--- config.mk ---
export PLATFORM = sky130hd
export DESIGN_NAME = lpm_sequencer
export DESIGN_NICKNAME = d
export VERILOG_FILES = /design/src/include/lpm_pkg.sv /design/src/lpm_sync2.sv /design/src/lpm_stab_counter.sv /design/src/lpm_sequencer.sv
export SDC_FILE = /design/constraint.sdc
export NUM_CORES = 1
export LEC_CHECK = 0
export BUFFER_PORTS_ARGS = -buffer_cell sky130_fd_sc_hd__buf_2
export CORE_AREA = 2 2 62 64
export DETAILED_ROUTE_END_ITERATION = 7
export DIE_AREA = 0 0 64 66
export GPL_ROUTABILITY_DRIVEN = 0
export PLACE_DENSITY = 0.65
export SYNTH_ARGS = -nofsm -noshare
export SYNTH_HDL_FRONTEND = slang
export SYNTH_SLANG_ARGS = --single-unit
--- constraint.sdc ---
create_clock -name clk -period 1.75 [get_ports clk]
set_clock_uncertainty 0.05 [all_clocks]
set_input_delay 0.35 -clock clk [delete_from_list [all_inputs] [get_ports clk]]
set_output_delay 0.35 -clock clk [all_outputs]
set_load 0.02 [all_outputs]
--- src/include/lpm_pkg.sv ---
// shared constants and types of the low power mode sequencer
package lpm_pkg;
  // oscillator stabilization wait, in cpu cycles
  localparam int         STAB_CYCLES  = 4096;
  localparam int         STAB_CNT_W   = 13;
  // interrupt mask level forced on entry to a power saving mode
  localparam logic [1:0] MASK_ENTRY   = 2'h2;
  // mask level after reset and while the reset vector is fetched
  localparam logic [1:0] MASK_RESET   = 2'h3;
  // watchdog_halt_option value that makes halt compatible with the watchdog
  localparam logic       WDG_HALT_OK  = 1'h1;
  // osc_interrupt_enable value that selects timebase-halt on halt
  localparam logic       OIE_AHALT    = 1'h1;

  typedef enum logic [2:0] {
    ST_RUN   = 3'b000,
    ST_WAIT  = 3'b001,
    ST_AHALT = 3'b010,
    ST_HALT  = 3'b011,
    ST_STAB  = 3'b100
  } lpm_state_type;
endpackage

--- src/lpm_sync2.sv ---
// two flip-flop synchroniser for a level from a pin
`timescale 1ns/100ps
module lpm_sync2 (
  input  wire logic clk,
  input  wire logic rst_b,
  input  wire logic async_in,
  output logic      sync_out
);
  logic meta_reg;
  logic sync_reg;

  always_ff @(posedge clk or negedge rst_b) begin
    if (!rst_b) begin
      meta_reg <= 1'b0;
      sync_reg <= 1'b0;
    end else begin
      meta_reg <= async_in;
      sync_reg <= meta_reg;
    end
  end

  assign sync_out = sync_reg;
endmodule // lpm_sync2

--- src/lpm_stab_counter.sv ---
// oscillator stabilization down counter
`timescale 1ns/100ps
module lpm_stab_counter
  import lpm_pkg::*;
#(
  parameter int CYCLES = STAB_CYCLES
) (
  input  wire logic clk,
  input  wire logic rst_b,
  input  wire logic start,
  output logic      busy,
  output logic      done
);
  logic [STAB_CNT_W-1:0] cnt_reg;
  logic [STAB_CNT_W-1:0] cnt_next;
  logic                  busy_reg;
  logic                  busy_next;

  always_comb begin
    cnt_next  = cnt_reg;
    busy_next = busy_reg;
    if (start) begin
      cnt_next  = STAB_CNT_W'(CYCLES - 1);
      busy_next = 1'b1;
    end else if (busy_reg) begin
      if (cnt_reg == '0) begin
        busy_next = 1'b0;
      end else begin
        cnt_next = cnt_reg - 1'b1;
      end
    end
  end

  always_ff @(posedge clk or negedge rst_b) begin
    if (!rst_b) begin
      cnt_reg  <= '0;
      busy_reg <= 1'b0;
    end else begin
      cnt_reg  <= cnt_next;
      busy_reg <= busy_next;
    end
  end

  assign busy = busy_reg;
  // last of the CYCLES busy cycles
  assign done = busy_reg && (cnt_reg == '0);
endmodule // lpm_stab_counter

--- src/lpm_sequencer.sv ---
// power saving mode sequencer: wait, timebase-halt and full halt
`timescale 1ns/100ps
// Notes on behaviour
// - wait instruction stops the cpu; every peripheral stays clocked.
// - in wait the interrupt mask level is forced to 10b; nothing else changes.
// - wait ends on interrupt or reset, then the matching routine is entered.
// - on service the mask is saved, set to routine priority, restored on return.
// - halt gives full halt when oscillator interrupt enable is 0 unless a watchdog reset is raised instead, timebase-halt if 1.
// - timebase-halt ends on timebase, specific interrupts or reset; interrupts need no delay.
// - leaving timebase-halt waits for stabilization only when woken by reset.
// - entering timebase-halt forces mask 10b; pending interrupt wakes at once.
// - in timebase-halt only oscillator and timebase run; other peripherals unclocked.
// - with oscillator interrupt enabled, halt with active watchdog gives no watchdog reset.
// - full halt turns the oscillator off; cpu and peripherals stop.
// - full halt ends on specific interrupt or reset after 4096 stabilization cycles.
// - entering full halt forces mask 10b; pending interrupt wakes at once.
// - option bit decides whether halt with enabled watchdog causes a watchdog reset.
module lpm_sequencer
  import lpm_pkg::*;
#(
  parameter int STAB_WAIT = STAB_CYCLES
) (
  input  wire logic       clk,
  input  wire logic       rst_b,
  input  wire logic       wfi_exec,
  input  wire logic       halt_exec,
  input  wire logic       osc_interrupt_enable,
  input  wire logic       watchdog_halt_option,
  input  wire logic       watchdog_active,
  input  wire logic       irq_pending,
  input  wire logic       irq_halt_wake,
  input  wire logic       timebase_irq,
  input  wire logic [1:0] irq_priority,
  input  wire logic       iret_exec,
  input  wire logic       reset_wake_pin,
  output logic            cpu_clk_en,
  output logic            periph_clk_en,
  output logic            osc_enable,
  output logic            timebase_clk_en,
  output logic [1:0]      cc_mask_level,
  output logic            cc_push,
  output logic            irq_service,
  output logic            reset_fetch,
  output logic            watchdog_reset_req,
  output logic [2:0]      mode
);
  import lpm_pkg::*;

  ////////////////////////////////////////////////////////////////////////////
  lpm_state_type state_reg;
  lpm_state_type state_next;
  logic [1:0]    mask_reg;
  logic [1:0]    mask_next;
  logic [1:0]    saved_mask_reg;
  logic [1:0]    saved_mask_next;
  logic          by_reset_reg;
  logic          by_reset_next;
  logic          push_reg;
  logic          push_next;
  logic          service_reg;
  logic          service_next;
  logic          rfetch_reg;
  logic          rfetch_next;
  logic          wdg_reg;
  logic          wdg_next;
  logic          stab_start;
  logic          stab_busy;
  logic          stab_done;
  logic          reset_wake;

  // the reset pin is asynchronous to clk
  lpm_sync2 u_rst_sync (
    .clk      (clk),
    .rst_b    (rst_b),
    .async_in (reset_wake_pin),
    .sync_out (reset_wake)
  );

  lpm_stab_counter #(
    .CYCLES (STAB_WAIT)
  ) u_stab (
    .clk   (clk),
    .rst_b (rst_b),
    .start (stab_start),
    .busy  (stab_busy),
    .done  (stab_done)
  );

  ////////////////////////////////////////////////////////////////////////////
  always_comb begin
    state_next      = state_reg;
    mask_next       = mask_reg;
    saved_mask_next = saved_mask_reg;
    by_reset_next   = by_reset_reg;
    push_next       = 1'b0;
    service_next    = 1'b0;
    rfetch_next     = 1'b0;
    wdg_next        = 1'b0;
    stab_start      = 1'b0;
    if (iret_exec) begin
      mask_next = saved_mask_reg;
    end
    case (state_reg)
      ST_RUN: begin
        if (wfi_exec) begin
          state_next = ST_WAIT;
          mask_next  = MASK_ENTRY;
        end else if (halt_exec) begin
          if (osc_interrupt_enable == OIE_AHALT) begin
            state_next = ST_AHALT;
            mask_next  = MASK_ENTRY;
          end else if (watchdog_active && watchdog_halt_option != WDG_HALT_OK) begin
            wdg_next = 1'b1;
          end else begin
            state_next = ST_HALT;
            mask_next  = MASK_ENTRY;
          end
        end
      end
      ST_WAIT: begin
        if (reset_wake) begin
          state_next  = ST_RUN;
          rfetch_next = 1'b1;
          mask_next   = MASK_RESET;
        end else if (irq_pending) begin
          state_next      = ST_RUN;
          push_next       = 1'b1;
          service_next    = 1'b1;
          saved_mask_next = mask_reg;
          mask_next       = irq_priority;
        end
      end
      ST_AHALT: begin
        if (reset_wake) begin
          state_next    = ST_STAB;
          by_reset_next = 1'b1;
          stab_start    = 1'b1;
        end else if (timebase_irq || irq_halt_wake) begin
          state_next      = ST_RUN;
          push_next       = 1'b1;
          service_next    = 1'b1;
          saved_mask_next = mask_reg;
          mask_next       = irq_priority;
        end
      end
      ST_HALT: begin
        if (reset_wake || irq_halt_wake) begin
          state_next    = ST_STAB;
          by_reset_next = reset_wake;
          stab_start    = 1'b1;
        end
      end
      ST_STAB: begin
        if (stab_done) begin
          state_next = ST_RUN;
          if (by_reset_reg) begin
            rfetch_next = 1'b1;
            mask_next   = MASK_RESET;
          end else begin
            push_next       = 1'b1;
            service_next    = 1'b1;
            saved_mask_next = mask_reg;
            mask_next       = irq_priority;
          end
        end
      end
      default: begin
        state_next = ST_RUN;
      end
    endcase
  end

  always_ff @(posedge clk or negedge rst_b) begin
    if (!rst_b) begin
      state_reg      <= ST_RUN;
      mask_reg       <= MASK_RESET;
      saved_mask_reg <= MASK_RESET;
      by_reset_reg   <= 1'b0;
      push_reg       <= 1'b0;
      service_reg    <= 1'b0;
      rfetch_reg     <= 1'b0;
      wdg_reg        <= 1'b0;
    end else begin
      state_reg      <= state_next;
      mask_reg       <= mask_next;
      saved_mask_reg <= saved_mask_next;
      by_reset_reg   <= by_reset_next;
      push_reg       <= push_next;
      service_reg    <= service_next;
      rfetch_reg     <= rfetch_next;
      wdg_reg        <= wdg_next;
    end
  end

  ////////////////////////////////////////////////////////////////////////////
  // cpu clocked only in run
  assign cpu_clk_en         = (state_reg == ST_RUN);
  assign periph_clk_en      = (state_reg == ST_RUN) || (state_reg == ST_WAIT);
  assign osc_enable         = (state_reg != ST_HALT);
  assign timebase_clk_en    = (state_reg != ST_HALT) && (state_reg != ST_STAB);
  assign cc_mask_level      = mask_reg;
  assign cc_push            = push_reg;
  assign irq_service        = service_reg;
  assign reset_fetch        = rfetch_reg;
  assign watchdog_reset_req = wdg_reg;
  assign mode               = state_reg;
endmodule // lpm_sequencer

==> reports/qor.yml <==
status: "complete, but fails checks"
violations: "negative setup slack"
endpoint_kind: "flop"
top_usage_layer: "met2"
fin_crit_ns: 1.77
io_buffers: 26
power_density_mw_per_mm2: 452
ioPinCount: 27
grt_pass1_vias: 1393
yosysSeqAreaShare_pct: 45.5
async_flop_share_pct: 100
dpl.cell_count: 249
diodes: 0
holdCritPathClass: "in -> reg"
r2r_cells: 7
grt_max_degree: 28
avgSynthCellArea_um2: 9.46
grt_overflow_total: 0
setup_ws_ns: -0.0154
nets: 235
dieWidth_um: 64
wl_per_cell_um: 14.3
cts.sinks: 27
drt_iter0_drc: 61
antenna_left: 0
layout_worst_path_cycle_share_pct: 101
cap_violations: 0
crit_arrival_ns: 1.99
cts-buffers-inserted: 3
cts_buffer_depth: 2
worst_pin_slew_ns: 0.594
final.setup.tns_ns: -0.0258
hold_viol: 0
synth_edf_count: 0
fmax_mhz: 566
start_util_pct: 42.1
clock_latency_ns: 0.33
post_synth_num_cell_types: 46
max_slew_margin_pct: 60.4
cts-root-buf: "clkbuf_4"
core-area_mm2: 0.00355
power_mw: 0.954
ir_drop_mv: 0.346
hpwlAfterDp_mm: 2.72
path_clk_slew_ns: 0.15
cp_data_required_time_ns: 1.98
yosys_warnings: 0
via_per_inst: 5.43
setup_viol: 2
ys_ff_latch: 27
cts_htree_levels: 1
cts_tree: "yes"
syn_nets: 173
grt_use_met2_pct: 31.5
num_rows: 22
p_leak_nw: 0.940
design_area_mm2: 0.00211
vias: 1449
grt_pass1_wl_mm: 6.18
critPathKind: "reg -> reg"
setup.worst_path.start_class: "flop"
dieHeight_um: 66
wl_mm: 3.81
drive_gt1_share_pct: 47.5
final_cell_count_no_fill: 267
antenna_found_initial: 0
fin_hold_ws_ns: 0.0740
die_area_mm2: 0.00422
syn_to_final_growth_pct: 41.1
rsz0062_at_grt: "true"
post_dp_cell_area_mm2: 0.00184
largest_reg_flops: 13
worstHoldPathCells: 1
synth_cells: 158
crit_fanout: 3
drc: 0
drtPass1Iterations: 4
gr-usage-all-layers_pct: 18.4
drv_slew: 0
ys.flop_type: "dfrtp_1"
netlist_area_mm2: 0.00150
met3_usage_pct: 2.04
grtUsageMet1_pct: 25.4
worst paths after layout:
check	from	to	slack (ns)
worst max-delay path	u_stab.cnt_reg[1]$_DFFE_PN0P_	saved_mask_reg[0]$_DFFE_PN1P_	-0.02
worst min-delay path	reset_wake_pin	u_rst_sync.meta_reg$_DFF_PN0_	0.07
worst max register to register	u_stab.cnt_reg[1]$_DFFE_PN0P_	saved_mask_reg[0]$_DFFE_PN1P_	-0.02
worst min register to register	u_rst_sync.meta_reg$_DFF_PN0_	u_rst_sync.sync_out$_DFF_PN0_	0.32
max in group asynchronous	rst_b	mode[2]$_DFFE_PN0P_	0.73
min in group asynchronous	rst_b	u_stab.cnt_reg[6]$_DFFE_PN0P_	0.49
critical path: stages (launching register included):
cell	delay, ns
dfrtp_1	0.42
inv_1	0.07
ha_2	0.18
nand2_2	0.06
and2b_2	0.27
nand4_4	0.09
o22a_1	0.26
mux2_4	0.31
layout by cell type (no fill, tap or decap), drive strengths merged, types with 3 or more instances in the layout:
master,count
a21oi,5
and3,3
buf,62
clkbuf,4
dfrtp,23
dfstp,4
inv,7
mux2,4
nand2,21
nand2b,3
nand3,10
nor2,12
nor2b,4
nor3,5
nor3b,3
nor4,5
o211ai,6
o21ai,8
o31ai,3
xor2,4
layer usage:
layer | routed length [um] | vias to the layer above
met5 | 0 | -
met4 | 12 | 0
met3 | 146 | 2
met2 | 1950 | 32
met1 | 1700 | 725
li1 | - | 690
report_power, final:
part           total [mW]  switching [mW]  internal, mW
Sequential          0.630         0.00282         0.627
Clock               0.276           0.186        0.0893
Combinational      0.0486          0.0274        0.0212
Total               0.954           0.216         0.737
final cells by class:
| type | instances | area [um^2] |
|---|---|---|
| sequential | 27 | 684 |
| fill | 305 | 1440 |
| inverter | 7 | 26.3 |
| multi-input combinational | 118 | 873 |
| timing repair buffer | 63 | 439 |
| tap | 48 | 60.1 |
| clock buffer | 4 | 26.3 |
through the flow:
stage / utilization (%) / setup WS (ns)
after floorplan: - / -0.0251
after global placement: 51.9 / 0.00269
after detailed placement: 51.9 / -0.0186
after CTS: 55.5 / -0.000910
after global routing: 59.4 / -0.109
final: 59.4 / -0.0154
cell usage after synthesis, drive strengths merged, types with 2 or more instances:
cell / instances / area share (%)
nor3b: 3 / 1.5
nor3: 5 / 2.3
inv: 7 / 1.8
buf: 2 / 0.84
nand4: 2 / 1.8
nor2b: 4 / 1.7
nand2b: 3 / 1.3
xor2: 4 / 2.3
a31oi: 2 / 0.84
dfstp: 4 / 7.0
o21bai: 2 / 1.0
mux2i: 2 / 1.3
a21oi: 5 / 1.7
nand2: 21 / 5.3
o211ai: 6 / 3.0
o31ai: 3 / 1.5
and3: 3 / 1.3
o21ai: 8 / 2.7
nand3: 10 / 3.3
nor2: 12 / 3.0
mux2: 4 / 3.3
dfrtp: 23 / 38
clkbuf: 4 / 1.0
nor4: 5 / 3.5
timing repair:
item                                    in CTS  in global routing
setup buffers                                6                  7
hold buffers                                 1                  0
endpoints found under the hold margin       23                  0
endpoints found under the setup margin      12                 18
gates resized for setup                     17                 21
pin swaps                                    5                 14
kinds of logic after synthesis:
family	Yosys count	share of synthesized area (%)
compound gates	33	14.7
xor+xnor	5	2.93
fa+ha+maj	1	0.837
buf+inv	13	3.60
flops	27	45.5
mux	6	4.60
simple gates	73	27.8
Power figures use the tool's default switching activity.
